### config.mk
export PLATFORM = sky130hd
export DESIGN_NAME = scl_loader
export DESIGN_NICKNAME = d
export VERILOG_FILES = /design/src/rtl/scl_pkg.sv /design/src/rtl/scl_rd_if.sv /design/src/rtl/scl_word_rd.sv /design/src/rtl/scl_loader.sv
export SDC_FILE = /design/constraint.sdc
export NUM_CORES = 1
export LEC_CHECK = 0
export ABC_AREA = 1
export BUFFER_PORTS_ARGS = -buffer_cell sky130_fd_sc_hd__buf_2
export CAP_MARGIN = 5
export CELL_PAD_IN_SITES_DETAIL_PLACEMENT = 1
export CELL_PAD_IN_SITES_GLOBAL_PLACEMENT = 1
export CORE_MARGIN = 3
export CORE_UTILIZATION = 42
export CTS_CLUSTER_SIZE = 24
export DETAILED_ROUTE_END_ITERATION = 8
export GPL_TIMING_DRIVEN = 0
export PLACE_DENSITY = 0.73
export RECOVER_POWER = 100
export SLEW_MARGIN = 10
export SYNTH_ARGS = -nofsm -noshare
export SYNTH_HDL_FRONTEND = slang
export SYNTH_SLANG_ARGS = --single-unit
### constraint.sdc
create_clock -name core_clk_i -period 3.35 [get_ports core_clk_i]
set_input_delay 0.1675 -clock core_clk_i [delete_from_list [all_inputs] [get_ports core_clk_i]]
set_output_delay 0.1675 -clock core_clk_i [all_outputs]
set_load 0.03 [all_outputs]
### src/rtl/scl_pkg.sv
package scl_pkg;

    // ------------------------------------------------------------
    // timing
    // ------------------------------------------------------------
    localparam int unsigned CLK_MHZ     = 250;
    localparam int unsigned SK_HALF_NS  = 40;
    localparam int unsigned SK_HALF_CYC = (SK_HALF_NS * CLK_MHZ + 999) / 1000;
    localparam logic [3:0]  TICK_LAST   = 4'(SK_HALF_CYC - 1);

    // ------------------------------------------------------------
    // serial word read command
    // ------------------------------------------------------------
    localparam int unsigned ADDR_W     = 6;
    localparam logic [2:0]  RD_OPCODE  = 3'h6;
    localparam logic [4:0]  SLOT_DATA0 = 5'h09;
    localparam logic [4:0]  SLOT_LAST  = 5'h18;
    localparam logic [7:0]  ADDR_LAST  = 8'h3f;

    // ------------------------------------------------------------
    // image layout
    // ------------------------------------------------------------
    // signature value is arbitrary
    localparam logic [11:0] HDR_SIG     = 12'h5a3;
    localparam int unsigned HDR_SIG_LSB = 4;
    localparam int unsigned MORE_BIT    = 15;
    localparam logic [15:0] Z3_HDR_WORD = 16'h8001;
    localparam logic [15:0] Z3_END_WORD = 16'h0000;
    localparam logic [6:0]  ID_SEL_LAST = 7'h03;

    localparam logic [2:0] ZONE_HDR   = 3'h0;
    localparam logic [2:0] ZONE_LOCAL = 3'h1;
    localparam logic [2:0] ZONE_ID    = 3'h2;
    localparam logic [2:0] ZONE_PCI   = 3'h3;
    localparam logic [2:0] ZONE_END   = 3'h4;

    localparam logic [1:0] Z3_PH_HDR  = 2'h0;
    localparam logic [1:0] Z3_PH_DATA = 2'h1;
    localparam logic [1:0] Z3_PH_TAIL = 2'h3;

    // write target spaces
    localparam logic [1:0] SPACE_LOCAL = 2'h1;
    localparam logic [1:0] SPACE_ID    = 2'h2;
    localparam logic [1:0] SPACE_PCI   = 2'h3;

    // ------------------------------------------------------------
    // local configuration register byte offsets
    // ------------------------------------------------------------
    localparam logic [6:0] OFS_LOCAL_CONFIG_CONTROL = 7'h00;
    localparam logic [6:0] OFS_MULTIPURPOSE_IO      = 7'h04;
    localparam logic [6:0] OFS_BUS_TIMING_ONE       = 7'h08;
    localparam logic [6:0] OFS_BUS_TIMING_TWO       = 7'h0c;
    localparam logic [6:0] OFS_TIMING_TWO_B2        = 7'h0e;
    localparam logic [6:0] OFS_TIMING_TWO_B3        = 7'h0f;
    localparam logic [6:0] OFS_INT_MASK_B2          = 7'h1e;
    localparam logic [6:0] OFS_INT_MASK_B3          = 7'h1f;
    localparam int unsigned LCC_RELOAD_BIT          = 29;
    localparam int unsigned LCC_VALID_BIT           = 28;

    // must-be-zero masks for the control byte and timing two bytes 2 and 3
    localparam logic [7:0] MBZ_LCC_B0 = 8'h03;
    localparam logic [7:0] MBZ_LT2_B2 = 8'h0f;
    localparam logic [7:0] MBZ_LT2_B3 = 8'h20;

    typedef enum logic [1:0] {
        RD_IDLE  = 2'b00,
        RD_SHIFT = 2'b01,
        RD_GAP   = 2'b11
    } scl_rd_e;

    typedef enum logic [2:0] {
        LD_REQ    = 3'b000,
        LD_WAIT   = 3'b001,
        LD_DECODE = 3'b011,
        LD_DONE   = 3'b010
    } scl_ld_e;

    // next present zone after cur, or ZONE_END
    function automatic logic [2:0] scl_next_zone(input logic [2:0] cur,
                                                 input logic [2:0] fl);
        logic [2:0] r;
        r = ZONE_END;
        for (int z = 3; z >= 1; z--) begin
            if (3'(z) > cur && fl[3-z]) begin
                r = 3'(z);
            end
        end
        return r;
    endfunction

    // clears must-be-zero fields of a local register byte
    function automatic logic [7:0] scl_mask_byte(input logic [6:0] ofs,
                                                 input logic [7:0] d);
        logic [7:0] m;
        m = 8'h00;
        case (ofs)
            OFS_LOCAL_CONFIG_CONTROL: m = MBZ_LCC_B0;
            OFS_TIMING_TWO_B2:        m = MBZ_LT2_B2;
            OFS_TIMING_TWO_B3:        m = MBZ_LT2_B3;
            default:                  m = 8'h00;
        endcase
        return d & ~m;
    endfunction

endpackage

### src/rtl/scl_rd_if.sv
`timescale 1ns/1ns
`default_nettype none
interface scl_rd_if;
    logic        req;
    logic        busy;
    logic        done;
    logic [7:0]  addr;
    logic [15:0] word;

    modport loader (output req, output addr, input busy, input done,
                    input word);
    modport reader (input req, input addr, output busy, output done,
                    output word);
endinterface
`default_nettype wire

### src/rtl/scl_word_rd.sv
`timescale 1ns/1ns
`default_nettype none
module scl_word_rd
    import scl_pkg::*;
(
    input  wire logic    core_clk_i,
    input  wire logic    rst_n_i,
    input  wire logic    ee_data_in_i,
    output logic         ee_clk_o,
    output logic         ee_sel_o,
    output logic         ee_data_out_o,
    scl_rd_if.reader     rd
);

    typedef struct packed {
        scl_rd_e     st;
        logic [4:0]  slot;
        logic [3:0]  tick;
        logic        half;
        logic [8:0]  cmd;
        logic [15:0] sh;
        logic [1:0]  sync;
        logic        sk;
        logic        cs;
        logic        di;
        logic        done;
        logic [15:0] word;
    } scl_rd_s;

    scl_rd_s q_ff;
    scl_rd_s nxt_q;

    // ------------------------------------------------------------
    // command out, sixteen bits in, msb first
    // ------------------------------------------------------------
    always_comb begin
        nxt_q      = q_ff;
        nxt_q.sync = {q_ff.sync[0], ee_data_in_i};
        nxt_q.done = 1'b0;
        case (q_ff.st)
            RD_IDLE: begin
                if (rd.req) begin
                    nxt_q.st   = RD_SHIFT;
                    nxt_q.cs   = 1'b1;
                    nxt_q.cmd  = {RD_OPCODE, rd.addr[ADDR_W-1:0]};
                    nxt_q.di   = RD_OPCODE[2];
                    nxt_q.slot = 5'h00;
                    nxt_q.tick = 4'h0;
                    nxt_q.half = 1'b0;
                    nxt_q.sk   = 1'b0;
                end
            end
            RD_SHIFT: begin
                nxt_q.tick = q_ff.tick + 4'h1;
                if (q_ff.tick == TICK_LAST) begin
                    nxt_q.tick = 4'h0;
                    if (!q_ff.half) begin
                        nxt_q.half = 1'b1;
                        nxt_q.sk   = 1'b1;
                    end else begin
                        nxt_q.half = 1'b0;
                        nxt_q.sk   = 1'b0;
                        if (q_ff.slot >= SLOT_DATA0) begin
                            nxt_q.sh = {q_ff.sh[14:0], q_ff.sync[1]};
                        end
                        if (q_ff.slot == SLOT_LAST) begin
                            nxt_q.st   = RD_GAP;
                            nxt_q.cs   = 1'b0;
                            nxt_q.di   = 1'b0;
                            nxt_q.word = {q_ff.sh[14:0], q_ff.sync[1]};
                        end else begin
                            nxt_q.slot = q_ff.slot + 5'h01;
                            nxt_q.cmd  = {q_ff.cmd[7:0], 1'b0};
                            nxt_q.di   = q_ff.cmd[7];
                        end
                    end
                end
            end
            RD_GAP: begin
                // chip select low for one full bit time between words
                nxt_q.tick = q_ff.tick + 4'h1;
                if (q_ff.tick == TICK_LAST) begin
                    nxt_q.tick = 4'h0;
                    nxt_q.half = ~q_ff.half;
                    if (q_ff.half) begin
                        nxt_q.st   = RD_IDLE;
                        nxt_q.done = 1'b1;
                    end
                end
            end
            default: begin
                nxt_q.st = RD_IDLE;
            end
        endcase
    end

    always_ff @(posedge core_clk_i or negedge rst_n_i) begin
        if (!rst_n_i) begin
            q_ff <= '0;
        end else begin
            q_ff <= nxt_q;
        end
    end

    assign ee_clk_o      = q_ff.sk;
    assign ee_sel_o      = q_ff.cs;
    assign ee_data_out_o = q_ff.di;
    assign rd.busy       = (q_ff.st != RD_IDLE);
    assign rd.done       = q_ff.done;
    assign rd.word       = q_ff.word;
endmodule
`default_nettype wire

### src/rtl/scl_loader.sv
`timescale 1ns/1ns
`default_nettype none
// Summary of operation
// - image is 16-bit words, read one by one
// - reload request reruns the whole load
// - signature match sets valid-image flag
// - header bits 2..0 flag zones 1..3
// - present zones read in order, absent skipped
// - zone 1 word: more, offset, byte
// - zone 1 last word moves to next zone
// - zone 1 offset is local register byte
// - offset 0x00 loads control byte, low bits zero
// - offsets 0x04..0x0d load io and timing
// - offsets 0x0e..0x0f load timing two, zero fields
// - offsets 0x1e..0x1f load interrupt masks
// - zone 2 selectors 0..3 load identifiers
// - zone 2 last word moves to next zone
// - load starts right after reset, ends cleanly
// - no memory present leaves defaults untouched
// - zone 3 framed by 0x8001 and any end word
// - zone 3 word writes one config byte
module scl_loader
    import scl_pkg::*;
(
    input  wire logic  core_clk_i,
    input  wire logic  reset_n_i,
    input  wire logic  reload_req_i,
    input  wire logic  ee_data_in_i,
    output logic       ee_clk_o,
    output logic       ee_sel_o,
    output logic       ee_data_out_o,
    output logic       cfg_wr_o,
    output logic [1:0] cfg_space_o,
    output logic [6:0] cfg_offset_o,
    output logic [7:0] cfg_data_o,
    output logic       image_valid_o,
    output logic       load_busy_o
);

    typedef struct packed {
        scl_ld_e     st;
        logic [2:0]  zone;
        logic [2:0]  flags;
        logic [1:0]  z3ph;
        logic [7:0]  addr;
        logic [15:0] word;
        logic        valid;
        logic        wr;
        logic [1:0]  space;
        logic [6:0]  off;
        logic [7:0]  data;
    } scl_ld_s;

    scl_ld_s    q_ff;
    scl_ld_s    nxt_q;
    logic [2:0] nxt_zone;
    logic       rst_meta_ff;
    logic       rst_sync_ff;
    logic       rst_n;

    scl_rd_if rd_bus ();

    // ------------------------------------------------------------
    // reset release
    // ------------------------------------------------------------
    always_ff @(posedge core_clk_i or negedge reset_n_i) begin
        if (!reset_n_i) begin
            rst_meta_ff <= 1'b0;
            rst_sync_ff <= 1'b0;
        end else begin
            rst_meta_ff <= 1'b1;
            rst_sync_ff <= rst_meta_ff;
        end
    end

    assign rst_n = rst_sync_ff;

    // ------------------------------------------------------------
    // serial word reader
    // ------------------------------------------------------------
    scl_word_rd u_word_rd (
        .core_clk_i    (core_clk_i),
        .rst_n_i       (rst_n),
        .ee_data_in_i  (ee_data_in_i),
        .ee_clk_o      (ee_clk_o),
        .ee_sel_o      (ee_sel_o),
        .ee_data_out_o (ee_data_out_o),
        .rd            (rd_bus.reader)
    );

    assign rd_bus.req  = (q_ff.st == LD_REQ);
    assign rd_bus.addr = q_ff.addr;

    // ------------------------------------------------------------
    // zone walker
    // ------------------------------------------------------------
    always_comb begin
        nxt_q    = q_ff;
        nxt_zone = q_ff.zone;
        nxt_q.wr = 1'b0;
        case (q_ff.st)
            LD_REQ: begin
                // reader takes the request in the cycle it is idle
                if (!rd_bus.busy) begin
                    nxt_q.st = LD_WAIT;
                end
            end
            LD_WAIT: begin
                if (rd_bus.done) begin
                    nxt_q.st   = LD_DECODE;
                    nxt_q.word = rd_bus.word;
                end
            end
            LD_DECODE: begin
                nxt_q.st    = LD_REQ;
                nxt_q.addr  = q_ff.addr + 8'h01;
                nxt_q.off   = q_ff.word[14:8];
                nxt_q.data  = q_ff.word[7:0];
                case (q_ff.zone)
                    ZONE_HDR: begin
                        if (q_ff.word[15:HDR_SIG_LSB] == HDR_SIG) begin
                            nxt_q.valid = 1'b1;
                            nxt_q.flags = q_ff.word[2:0];
                            nxt_zone = scl_next_zone(ZONE_HDR,
                                                     q_ff.word[2:0]);
                        end else begin
                            nxt_zone = ZONE_END;
                        end
                    end
                    ZONE_LOCAL: begin
                        nxt_q.wr    = 1'b1;
                        nxt_q.space = SPACE_LOCAL;
                        nxt_q.data  = scl_mask_byte(q_ff.word[14:8],
                                                    q_ff.word[7:0]);
                        if (!q_ff.word[MORE_BIT]) begin
                            nxt_zone = scl_next_zone(q_ff.zone,
                                                     q_ff.flags);
                        end
                    end
                    ZONE_ID: begin
                        // reserved selectors are consumed, not written
                        nxt_q.wr    = (q_ff.word[14:8] <= ID_SEL_LAST);
                        nxt_q.space = SPACE_ID;
                        if (!q_ff.word[MORE_BIT]) begin
                            nxt_zone = scl_next_zone(q_ff.zone,
                                                     q_ff.flags);
                        end
                    end
                    ZONE_PCI: begin
                        case (q_ff.z3ph)
                            Z3_PH_HDR: begin
                                if (q_ff.word == Z3_HDR_WORD) begin
                                    nxt_q.z3ph = Z3_PH_DATA;
                                end else begin
                                    nxt_zone = ZONE_END;
                                end
                            end
                            Z3_PH_DATA: begin
                                nxt_q.wr    = 1'b1;
                                nxt_q.space = SPACE_PCI;
                                if (!q_ff.word[MORE_BIT]) begin
                                    nxt_q.z3ph = Z3_PH_TAIL;
                                end
                            end
                            default: begin
                                // end word closes the last zone
                                nxt_zone = ZONE_END;
                            end
                        endcase
                    end
                    default: begin
                        nxt_zone = ZONE_END;
                    end
                endcase
                nxt_q.zone = nxt_zone;
                if (nxt_zone == ZONE_PCI && q_ff.zone != ZONE_PCI) begin
                    nxt_q.z3ph = Z3_PH_HDR;
                end
                // end of data or end of the memory ends the load
                if (nxt_zone == ZONE_END || q_ff.addr == ADDR_LAST) begin
                    nxt_q.st = LD_DONE;
                end
            end
            LD_DONE: begin
                nxt_q.st = LD_DONE;
            end
            default: begin
                nxt_q.st = LD_DONE;
            end
        endcase
        if (reload_req_i) begin
            nxt_q       = '0;
            nxt_q.st    = LD_REQ;
            nxt_q.zone  = ZONE_HDR;
        end
    end

    // reset state starts a load at once from word zero
    always_ff @(posedge core_clk_i or negedge rst_n) begin
        if (!rst_n) begin
            q_ff <= '0;
        end else begin
            q_ff <= nxt_q;
        end
    end

    assign cfg_wr_o      = q_ff.wr;
    assign cfg_space_o   = q_ff.space;
    assign cfg_offset_o  = q_ff.off;
    assign cfg_data_o    = q_ff.data;
    assign image_valid_o = q_ff.valid;
    assign load_busy_o   = (q_ff.st != LD_DONE);
endmodule
`default_nettype wire

==> metrics <==
Fmax=404 MHz; Die Ht=117 um; Hold WC Path Type=input pin to async pin; Die Area=13600 um2; Ports=27; post-synthesis adder-cell area fraction=1.46%; Synth cell types=35; status=complete, but fails checks; most area-hungry cell type in the Yosys netlist=dfrtp_1; Final period util=73.9%; XOR/XNOR Fraction of Synth Area=0%; drt wl/cell=16.3 um; Simple-Gate Fraction of Synth Area=19.5%; Critical Path RT=3600 ps; clk slew on worst S/H paths=70 ps; GR Overflow Total=0; CTS Buf Count=9; DP Area=5480 um2; share of layout cells above drive strength 1=7.84%; antenna violations before repair=0; Pleak=2.70 nW; Syn. warnings=0; DP Wirelength=9.18 mm; vias in the first global route=4254; setup total negative slack=0 ps; die width=117 um; reg2reg end=u_word_rd.rd.word[0]$_DFFE_PN0P_; number of cell rows=39; Seq/Total Area, Yosys=54.5%; Layout Utilization=48.9%; Post-synth top cells=117 x nand2_1, 112 x dfrtp_1, 84 x inv_1, 47 x o21ai_0, 42 x nor2_1; # clock sinks=112; setup skew after layout=12.2 ps; type of element capturing the critical path=flop; NumNets Final=643; Clk Latency, worst-skew pair=360 ps; Post-synth EDFFs=0; critical path arrival=2730 ps; GP Congestion=0.834; combinational family with the most area after synthesis=simple AND/OR/NAND/NOR gates; gr usage total=20.2%; First DRT Iteration DRCs=188; Root Driver=clkbuf_16; largest net degree at the start of global routing=61; Synth Area in Compound Gates=13.7%; CP Launch Point=u_word_rd.q_ff[57]$_DFFE_PN0P_; # setup viols final=0; max cap viols=1; Final min period=2480 ps; most frequent cell after synthesis=nand2_1; Crit Reg-Reg Startpoint=u_word_rd.q_ff[57]$_DFFE_PN0P_; Initial Util=43.9%; antenna viol nets, final=0; Net Count, Synth=604; Power Dens Cells=534 nW/um2; Min Hold Slack=114 ps; #FFs+latches synth=112; PortBufs=25; Most used DFF post-synth=dfrtp_1; Slew headroom=-43.7%; final instance area=5720 um2; Crit Path Max Fanout=10; CTS tree=done; Startpoint Class=flop; Final Max Slew Viols=51; WL final=12.7 mm; Post-CTS Setup Repair Bufs=0; n_diodes=0; Residual DRC=0; failing checks=capacitance limit, slew limit; DR vias=4060; H-tree Lvls=3; synthesized area=5140 um2; measured slew at the worst slew-check pin=2160 ps; cells after synthesis=594; reg2reg path depth=10; Hold Violations, Final=0; RSZ-0062 raised after global routing=false; Setup CP Type=flop to flop; Tot Pwr=3.06 mW; vias per cell=5.20; mux share of post-synthesis cell area=0%; Syn-to-layout area delta=11.3%; first drt pass iteration count=4; Mean Syn Cell Area=8.66 um2; Synth top area share=54.5%; peak supply drop=0.000283 V; ys async rst share=100%; first-pass GRT wire length=21.3 mm; core area=11700 um2; Area contributors post-synth=dfrtp_1 55%, nand2_1 8.5%, inv_1 6.1%; R2R setup slack=870 ps; Max Buffers Root-to-Sink=2
-- per-stage QoR --
stage,cells,setup WS (ps)
5_1_grt,781,619
3_3_place_gp,762,771
3_5_place_dp,763,1400
4_1_cts,781,1350
6_report,781,873
2_1_floorplan,594,1480
-- layout make-up --
| cell class | instances | area (um2) |
|---|---|---|
| clock inverter | 5 | 63.8 |
| sequential | 112 | 2800 |
| buffer | 33 | 200 |
| timing repair buffer | 28 | 143 |
| inverter | 90 | 343 |
| fill | 1413 | 5990 |
| tap | 143 | 179 |
| clock buffer | 11 | 243 |
| multi-input combinational | 359 | 1750 |
-- where the power goes --
group / internal [mW] / leakage (nW) / switching, mW
sequential: 1.43 / 1.53 / 0.0742
clock: 0.608 / 0.147 / 0.519
combinational: 0.125 / 1.02 / 0.299
-- logic make-up after synthesis --
logic type / Yosys count
AND/OR/NAND/NOR: 225
AO/OA/AOI/OAI: 127
buffers and inverters: 123
flip-flops: 112
adder cells (fa/ha/maj): 6
other: 1
-- routing by layer --
metal / vias to the layer above / wire length [um] / GRT usage (%)
met3: 14 / 227 / 3.73
li1: 1979 / - / -
met4: 0 / 231 / 7.03
met5: - / 0 / 0
met2: 39 / 5890 / 31.4
met1: 2028 / 6380 / 28.8
-- critical path, cell delays in order, from the launching register on --
cell and delay, ps:
dfrtp_1 320, clkbuf_1 310, inv_1 150, nor2_4 210, inv_4 70, nor2_1 440
inv_4 130, nor2_4 170, inv_1 90, clkbuf_1 210, o21ai_0 250
-- repair_timing --
item | in CTS | in global routing
gates resized for setup | 0 | 0
hold buffers | 2 | 0
hold endpoints to repair | 3 | 0
-- worst max path at each step --
| stage | to | depth (start not counted) | slack [ps] |
|---|---|---|---|
| after global placement | u_word_rd.q_ff[50]$_DFFE_PN0P_ | 0 | 770 |
| after detailed placement | cfg_space_o[0]$_DFFE_PN0P_ | 5 | 1400 |
| after global routing | u_word_rd.rd.word[0]$_DFFE_PN0P_ | 10 | 620 |
| after CTS | cfg_offset_o[5]$_DFFE_PN0P_ | 5 | 1350 |
| after floorplan | cfg_data_o[0]$_DFFE_PN0P_ | 0 | 1480 |
| final | u_word_rd.rd.word[0]$_DFFE_PN0P_ | 10 | 870 |
-- registers in the layout, summed over array words and instances, names as in the netlist --
signal,cells
rd_bus.addr,8
u_word_rd.rd.word,16
u_word_rd.nxt_q,1
rst_meta_ff,1
cfg_wr_o,1
u_word_rd.q_ff,36
cfg_data_o,8
u_word_rd.ee_data_out_o,1
cfg_space_o,2
rst_n,1
cfg_offset_o,7
u_word_rd.ee_sel_o,1
image_valid_o,1
q_ff,26
u_word_rd.rd.done,1
u_word_rd.ee_clk_o,1
-- layout by cell type (no fill, tap or decap), drive strengths merged, types with 2 or more instances in the layout --
cell type | netlist | final
buf | 24 | 22
nand2 | 118 | 118
nand3 | 41 | 41
o31ai | 5 | 5
a31oi | 4 | 4
dfrtp | 112 | 112
a21oi | 27 | 27
ha | 6 | 6
nor2 | 49 | 49
o21ai | 72 | 72
nand4 | 6 | 6
dlygate4sd3 | 0 | 2
o22ai | 16 | 16
nor3 | 8 | 8
inv | 90 | 92
clkbuf | 9 | 48
(Power assumes the default switching activity.)
